===== src/rtl/clk_gate_pkg.sv =====
package clk_gate_pkg;

    localparam int unsigned NUM_OUTPUTS = 10;

    // Most input clock cycles from enable rise to restarted toggling
    localparam int unsigned RESUME_MAX_REF_CYCLES = 2;

    localparam logic RESET_REF_LEVEL = 1'b0;
    localparam logic RESET_OUT_LEVEL = 1'b0;

    typedef enum logic [1:0] {
        ST_HIZ   = 2'b00,
        ST_LOW   = 2'b01,
        ST_DRIVE = 2'b10
    } gate_state_type;

    typedef struct packed {
        logic [NUM_OUTPUTS-1:0] level;
        logic [NUM_OUTPUTS-1:0] oe_n;
    } clk_pins_type;

    function automatic logic [NUM_OUTPUTS-1:0] fan(input logic bit_value);
        fan = {NUM_OUTPUTS{bit_value}};
    endfunction

endpackage


===== src/rtl/ref_fall_detect.sv =====
`timescale 1ns/1ns
module ref_fall_detect
    import clk_gate_pkg::*;
(
    input  wire logic i_mclk,
    input  wire logic i_resetn,
    input  wire logic i_ref_clk,
    output logic      o_fall
);

    logic ref_prev_r;

    always_ff @(posedge i_mclk) begin
        if (!i_resetn) begin
            ref_prev_r <= RESET_REF_LEVEL;
        end else begin
            ref_prev_r <= i_ref_clk;
        end
    end

    // Combinational so the gate acts in the same cycle the edge is seen
    assign o_fall = ref_prev_r & ~i_ref_clk;

endmodule


===== src/rtl/clock_fanout_output_gate.sv =====
`timescale 1ns/1ns
// Contract
// - Disable waits for next input falling edge
// - Outputs stay high impedance while request low
// - Request rise drives outputs low at once
// - Toggling resumes after falling edge, two cycles
// - Static input clock: enable acts without edges
// - Request fall alone never returns high impedance
// - Entering high impedance needs a falling edge
module clock_fanout_output_gate
    import clk_gate_pkg::*;
(
    input  wire logic    i_mclk,
    input  wire logic    i_resetn,
    input  wire logic    i_ref_clk,
    input  wire logic    i_outputs_on_request,
    output clk_pins_type o_clk_pins
);

    gate_state_type state_r;
    gate_state_type state_nxt;
    logic           out_level_r;
    logic           out_level_nxt;
    logic           ref_fall;
    logic           in_hiz;
    logic           in_low;
    logic           in_drive;
    logic           drive_now;
    logic           go_low;
    logic           go_drive;
    logic           go_hiz;

    ref_fall_detect u_fall (
        .i_mclk    (i_mclk),
        .i_resetn  (i_resetn),
        .i_ref_clk (i_ref_clk),
        .o_fall    (ref_fall)
    );

    assign in_hiz   = (state_r == ST_HIZ);
    assign in_low   = (state_r == ST_LOW);
    assign in_drive = (state_r == ST_DRIVE);

    // Enable path bypasses the state register, so a rise drives low with no edge
    assign drive_now = ~in_hiz | i_outputs_on_request;

    // A request drop alone never releases the pins; the input edge decides
    assign go_low   = in_hiz & i_outputs_on_request;
    assign go_drive = in_low & ref_fall & i_outputs_on_request;
    assign go_hiz   = ~in_hiz & ref_fall & ~i_outputs_on_request;

    always_comb begin
        state_nxt = state_r;
        unique case (state_r)
            ST_HIZ: begin
                if (go_low) begin
                    state_nxt = ST_LOW;
                end else begin
                    state_nxt = ST_HIZ;
                end
            end
            ST_LOW: begin
                // Only a falling edge may move on from here
                if (go_drive) begin
                    state_nxt = ST_DRIVE;
                end else if (go_hiz) begin
                    state_nxt = ST_HIZ;
                end
            end
            ST_DRIVE: begin
                if (go_hiz) begin
                    state_nxt = ST_HIZ;
                end
            end
            default: begin
                state_nxt = ST_HIZ;
            end
        endcase
    end

    // Following the input only in drive keeps every pulse whole at both ends
    assign out_level_nxt = (state_nxt == ST_DRIVE) ? i_ref_clk : 1'b0;

    always_ff @(posedge i_mclk) begin
        if (!i_resetn) begin
            state_r <= ST_HIZ;
        end else begin
            state_r <= state_nxt;
        end
    end

    always_ff @(posedge i_mclk) begin
        if (!i_resetn) begin
            out_level_r <= RESET_OUT_LEVEL;
        end else begin
            out_level_r <= out_level_nxt;
        end
    end

    // One level and one enable fanned to every output
    assign o_clk_pins.level = fan(out_level_r);
    assign o_clk_pins.oe_n  = fan(~drive_now);

    // Helper: input falling edges since the request rose, cleared once toggling
    logic [1:0] resume_cnt_r;

    always_ff @(posedge i_mclk) begin
        if (!i_resetn || !i_outputs_on_request || in_drive) begin
            resume_cnt_r <= 2'h0;
        end else if (ref_fall && resume_cnt_r != 2'h3) begin
            resume_cnt_r <= resume_cnt_r + 2'h1;
        end
    end
endmodule


===== config.mk =====
export PLATFORM = sky130hd
export DESIGN_NAME = clock_fanout_output_gate
export DESIGN_NICKNAME = d
export VERILOG_FILES = /design/src/rtl/clk_gate_pkg.sv /design/src/rtl/ref_fall_detect.sv /design/src/rtl/clock_fanout_output_gate.sv
export SDC_FILE = /design/constraint.sdc
export NUM_CORES = 1
export LEC_CHECK = 0
export BUFFER_PORTS_ARGS = -buffer_cell sky130_fd_sc_hd__buf_2
export CAP_MARGIN = 20
export CORE_AREA = 5 5 42 44
export CTS_BUF_LIST = sky130_fd_sc_hd__clkbuf_4 sky130_fd_sc_hd__clkbuf_8 sky130_fd_sc_hd__clkbuf_16
export CTS_CLUSTER_SIZE = 20
export DETAILED_ROUTE_END_ITERATION = 8
export DIE_AREA = 0 0 47 49
export PLACE_DENSITY = 0.56
export SKIP_LAST_GASP = 1
export SLEW_MARGIN = 20
export SYNTH_ARGS = -nofsm -noshare
export SYNTH_HDL_FRONTEND = slang
export SYNTH_SLANG_ARGS = --single-unit

===== constraint.sdc =====
create_clock -name i_mclk -period 2.38 [get_ports i_mclk]
set_input_delay 0.476 -clock i_mclk [delete_from_list [all_inputs] [get_ports i_mclk]]
set_output_delay 0.476 -clock i_mclk [all_outputs]
set_load 0.005 [all_outputs]

==> results of run 1 <==
## cells in the mapped netlist
cell | n | area [sq um]
nor2b_1 | 1 | 6.260
and4bb_1 | 1 | 12.51
and2_2 | 1 | 7.510
buf_4 | 19 | 142.6
or3b_1 | 1 | 8.760
nor4b_2 | 1 | 15.01
nor2_1 | 1 | 3.750
and2_1 | 1 | 6.260
o211a_1 | 1 | 10.01
nor3_1 | 1 | 5.000
dfxtp_1 | 4 | 80.08
and3b_2 | 1 | 10.01
## worst min-delay path by stage
stage	from	end	slack, ns	depth (start not counted)
2_1_floorplan	state_r[1]	state_r[0]	0.44	1
3_3_place_gp	state_r[1]	state_r[0]	0.47	1
3_5_place_dp	state_r[1]	state_r[0]	0.48	1
4_1_cts	state_r[1]	state_r[0]	0.48	1
5_1_grt	i_resetn	state_r[1]	0.50	2
6_report	state_r[1]	state_r[0]	0.48	1
## critical path: cells and delay by family, from the launching register on
family | cells | cell delay, ns
flip-flops | 1 | 0.33
buffers and inverters | 1 | 0.23
AND/OR/NAND/NOR | 1 | 0.55
## registers in the layout (all words and copies together) (netlist names)
| register | flops |
|---|---|
| state_r | 2 |
| u_fall.ref_prev_r | 1 |
| out_level_r | 1 |
## kinds of logic (layout without fill, tap and decap cells)
kind of cell           after synthesis  after routing  share of synthesized area [%]
DFF                                  4              4                          26.02
AOI/OAI and AO/OA                    1              1                          3.252
buffers and inverters               19             26                          46.34
and+or+nand+nor                      9              9                          24.39
## routing by layer
metal	routed length, um	vias up	GRT usage, %
li1	-	103	-
met1	185	91	4.857
met2	268	10	7.014
met3	51	0	4.428
met4	0	0	2.765
met5	0	-	0
## through the flow
stage | area (sq um) | total power (uW) | setup slack (ns) | cells
after CTS | 322.8 | 187.5 | 0.5190 | 56
after global routing | 322.8 | 200.0 | 0.2987 | 56
after global placement | 300.3 | 102.2 | 0.6300 | 53
final | 322.8 | 183.4 | 0.5563 | 56
after detailed placement | 300.3 | 102.4 | 0.5703 | 53
after floorplan | 307.8 | 102.1 | 0.5919 | 33
## final cells by class
class | count | area share (%)
repair buffers | 23 | 35.66
clock buffers | 3 | 6.977
well taps | 16 | 6.202
multi-input cells | 10 | 26.36
flip-flops and latches | 4 | 24.81
## power breakdown
part | internal, uW | switching (uW) | total [uW]
combinational | 15.3 | 12.6 | 27.9
clock | 56.3 | 26.4 | 82.7
sequential | 70.2 | 2.60 | 72.8
total | 142 | 41.6 | 183
==> key figures, run 1 <==
Route
  – Count of routing violations after the opening detailed-route iteration: 0
  – Wire length after detailed routing: slightly above 500 um
  – Vias per inst: 3.643
  – Routed vias: between 200 and 250
  – DR DRC count: 0
  – DR WL/cell: 9.018 um
  – Antenna-violating nets left: 0
  – Total iterations of the first detailed-routing run: 1

Clock network
  – Hold buffer count at CTS: 0
  – Number of buffers inserted to repair setup after CTS: 0
  – Clk_lat worst skew: 0.23 ns
  – Clock sink count: 4
  – Count of cells resized by post-cts repair: 0
  – TritonCTS clock tree: done
  – Count of H-tree levels built during CTS: 1
  – Worst-path clk slew: 0.04 ns
  – Number of clock buffers inserted by TritonCTS: 3
  – Root buffer cell: clkbuf_4
  – Max Buffers Root-to-Sink: 2

Placement
  – Placed wire-length estimate after detailed placement: roughly 420 um
  – Final Wtd Congestion: 0.6238
  – Port buffer count: 23

Die
  – Area of the die: 2303 sq um
  – Die Y: 49 um
  – Number of top-level pins: 24
  – Site Rows: 14
  – Placeable core region: 1401 sq um
  – Starting Density: 21.96%
  – Die width: 47 um

STA
  – Max Clk Rate: 548.3 MHz
  – Shortest period the worst path allows: around 1.8 ns
  – Worst hold slack across all endpoints: 0.4776 ns
  – Count of final setup violators: 0
  – Number of max-slew violations in the final report: 0
  – Unrepaired setup endpoints after global routing: false
  – Setup clock skew after layout: 0.0001611 ns
  – Worst slew margin relative to its limit: between 50% and 60%
  – Share of the clock period used by the worst path: 76.63%
  – Total negative slack: 0 ns
  – Final-report hold violation count: 0
  – Worst Max-Slew Pin Slew: 0.6311 ns

Setup path
  – Kind of end point of the critical path: output port
  – FF-to-FF setup slack: 1.48 ns
  – Critical path data required time: between 1.5 and 2 ns
  – Largest fanout of any net on the critical path: 10
  – Slowest stage delay, CP: ~0.55 ns
  – Kind of start point of the critical path: flip-flop
  – Crit path arrival time: 1.35 ns
  – End point of the critical path: o_clk_pins[3]
  – Crit-path cells: nor3_1, buf_2
  – Depth of the worst register-to-register path: 2
  – Worst setup path class: flip-flop to output port
  – Timing startpoint of the critical path: state_r[0]
  – Reg-to-reg critical path endpoint: state_r[1]
  – Cell at the slowest stage of the critical path: nor3_1
  – R2r startpoint: u_fall.ref_prev_r

Yosys
  – Post-synthesis cell count: 33
  – Post-Syn Area: 307.8 sq um
  – Average footprint of a synthesized cell: 9.327 sq um
  – Yosys warning total: 0
  – Yosys cell types: 12
  – Post-synth net total: 37
  – Flip-flop and latch count after synthesis: 4
  – Sequential fraction of the synthesis area: 26.02%

Pwr
  – Highest ir drop seen on vdd: roughly 0.26 mV
  – Static Leakage: 0.0002061 uW
  – Total power per unit cell area: 568.2 nW/um^2

Global routing
  – Global-route wire length before repair: 793 um
  – GRT overflow: 0
  – Number of antenna violations at the first check in global routing: 0
  – Vias in the first global route: around 180
  – Maximum number of pins on one net before global-route repair: 11
  – Global-route total usage across every layer: 5.007%

Finish
  – Number of nets in the layout: between 40 and 50
  – Final design utilization: 23.04%
  – Most common cell after layout, fill and taps aside: buf_2
  – Area of the multi-input gates: 85.08 sq um
  – Top library cells by usage in the layout, fill and taps aside: 23 x buf_2, 4 x dfxtp_1, 3 x clkbuf_4
  – Inserted Diodes: 0
  – Area added between synthesis and finish: 4.878%
  – Filler cell count in the final layout: ~170
  – Fraction of final layout cells with drive strength greater than 1: just over 70%
  – FF/Latch Area: approximately 80 sq um

Job
  – Max-cap violations: 0

Min path
  – Min-delay worst type: flip-flop to flip-flop

Outcome
  – Run status: finished, final reports clean
Note: power is estimated with default switching activity, not from simulation.
==> run 2, diff against run 1 <==
==> constraint.sdc (replaced) <==
create_clock -name i_mclk -period 1.85 [get_ports i_mclk]
set_input_delay 0.37 -clock i_mclk [delete_from_list [all_inputs] [get_ports i_mclk]]
set_output_delay 0.37 -clock i_mclk [all_outputs]
set_load 0.005 [all_outputs]
==> run 2 against run 1 <==
Against the previous run:
- register-to-register slack got worse by 0.53 ns
- highest routed layer is now met4
- worst hold slack got worse by 0.076 ns
- combinational power rose by 38%
- utilization rose by 0.54 points
- critical endpoint is now o_clk_pins[6]
==> key figures, run 2 (same netlist as run 1, synthesis figures left out) <==
Outcome
  – Run status: finished, final reports clean

Route
  – Antenna-violating nets left: 0 (unchanged)
  – Vias per inst: 3.596 (-1.3%)
  – Wire length after detailed routing: 509 um (+0.79%)
  – Routed vias: 205 (+0.49%)
  – Count of routing violations after the opening detailed-route iteration: 0 (unchanged)
  – Total iterations of the first detailed-routing run: 1 (unchanged)
  – DR WL/cell: 8.930 um (-0.98%)
  – DR DRC count: 0 (unchanged)

Setup path
  – Largest fanout of any net on the critical path: 10 (unchanged)
  – Cell at the slowest stage of the critical path: dfxtp_1
  – Crit path arrival time: 1.05 ns (-0.30 ns)
  – Kind of end point of the critical path: output port
  – Slowest stage delay, CP: 0.33 ns (-0.22 ns)
  – Kind of start point of the critical path: flip-flop
  – Top Family by Delay on Critical Path: flip-flops
  – Worst setup path class: flip-flop to output port
  – Crit-path cells: nor3_1, buf_4, buf_2
  – Crit path buf inv count: 2 (+1)
  – Critical path data required time: 1.48 ns (-0.42 ns)

Finish
  – Inserted Diodes: 0 (unchanged)
  – Filler cell count in the final layout: 167 (+1.2%)
  – Top library cells by usage in the layout, fill and taps aside: 23 x buf_2, 4 x dfxtp_1, 3 x clkbuf_4
  – Largest registers: state_r: 2 flops, out_level_r: 1 flops, u_fall.ref_prev_r: 1 flops
  – Area added between synthesis and finish: 7.317%
  – Most flops, register: state_r
  – Number of nets in the layout: 47 (+2.2%)
  – Most common cell after layout, fill and taps aside: buf_2
  – Final Instance Area: 330.3 sq um (+2.3%)
  – Fraction of final layout cells with drive strength greater than 1: 73.17% (+0.67 points)
  – Final design utilization: 23.57% (+0.54 points)
  – Max FFs per register: 2 (unchanged)

STA
  – Total negative slack: 0 ns (unchanged)
  – Shortest period the worst path allows: 1.419 ns
  – Share of the clock period used by the worst path: 76.69%
  – Final-report hold violation count: 0 (unchanged)
  – Number of max-slew violations in the final report: 0 (unchanged)
  – Max Clk Rate: 704.9 MHz
  – Worst Max-Slew Pin Slew: 0.2354 ns (-0.3957 ns)
  – Setup clock skew after layout: 0.0002954 ns (+0.0001343 ns)
  – Worst slew margin relative to its limit: 84.29% (+27 points)
  – Unrepaired setup endpoints after global routing: false
  – Count of final setup violators: 0 (unchanged)

Global routing
  – Vias in the first global route: 205 (+12%)
  – Global-route wire length before repair: 924 um (+17%)
  – GRT overflow: 0 (unchanged)
  – Number of antenna violations at the first check in global routing: 0 (unchanged)
  – Maximum number of pins on one net before global-route repair: 11 (unchanged)
  – Global-route total usage across every layer: 5.915% (+0.91 points)

Clock network
  – Number of buffers inserted to repair setup after CTS: 0 (unchanged)
  – Clk_lat worst skew: 0.23 ns (about the same)
  – Count of H-tree levels built during CTS: 1 (unchanged)
  – Number of clock buffers inserted by TritonCTS: 3 (unchanged)
  – Max Buffers Root-to-Sink: 2 (unchanged)
  – Root buffer cell: clkbuf_4
  – Clock sink count: 4 (unchanged)
  – Worst-path clk slew: 0.03 ns (about the same)
  – TritonCTS clock tree: done
  – Count of cells resized by post-cts repair: 0 (unchanged)
  – Hold buffer count at CTS: 0 (unchanged)

Die
  – Area of the die: 2303 sq um (unchanged)
  – Starting Density: 21.96% (unchanged)
  – Site Rows: 14 (unchanged)
  – Placeable core region: 1401 sq um (unchanged)
  – Number of top-level pins: 24 (unchanged)
  – Die Y: 49 um (unchanged)
  – Die width: 47 um (unchanged)

Pwr
  – Total power per unit cell area: 715.8 nW/um^2 (+26%)
  – Highest ir drop seen on vdd: 0.2750 mV (+5.4%)
  – Static Leakage: 0.0002112 uW (+2.4%)

Placement
  – Placed Area: 307.8 sq um (+2.5%)
  – Placed wire-length estimate after detailed placement: 429.8 um (+3.3%)
  – Port buffer count: 23 (unchanged)
  – Final Wtd Congestion: 0.6186 (-0.83%)

Min path
  – Min-delay worst type: input port to flip-flop

Job
  – Max-cap violations: 0 (unchanged)
-- run 2: per-stage QoR --
stage               setup slack, ns  cells  hold slack, ns  total power, uW
floorplan                    0.2732     33          0.4424            131.3
global placement             0.6038     54          0.4697            134.1
detailed placement           0.5788     54          0.4766            134.3
CTS                          0.4183     57          0.3933            244.3
global route                 0.3602     57          0.3981            259.3
finish                       0.4313     57          0.4012            236.4
-- run 2: cell type report --
cell class,count,area [sq um],area share (%)
tap,16,20.02,6.061
timing repair buffer,24,122.6,37.12
sequential,4,80.08,24.24
clock buffer,3,22.52,6.818
multi-input combinational,10,85.08,25.76
-- run 2: layer usage --
| layer | GRT usage, % | vias up | part of all wire [%] |
|---|---|---|---|
| met5 | 0 | - | 0 |
| met4 | 5.530 | 0 | 2.8 |
| met3 | 3.321 | 2 | 8.4 |
| met2 | 8.371 | 10 | 52 |
| met1 | 5.714 | 87 | 36 |
| li1 | - | 106 | - |
-- run 2: where the power goes --
part	switching, uW	internal (uW)
logic	16.5	21.9
clock network	32.1	72.3
registers	3.29	90.4
-- run 2: worst paths after layout --
path,startpoint,end,slack [ns],cells after the start
hold reg to reg,state_r[1],state_r[0],0.48,1
hold / removal,i_resetn,state_r[1],0.40,2
setup / recovery,state_r[0],o_clk_pins[6],0.43,3
setup reg to reg,state_r[1],state_r[1],0.95,2
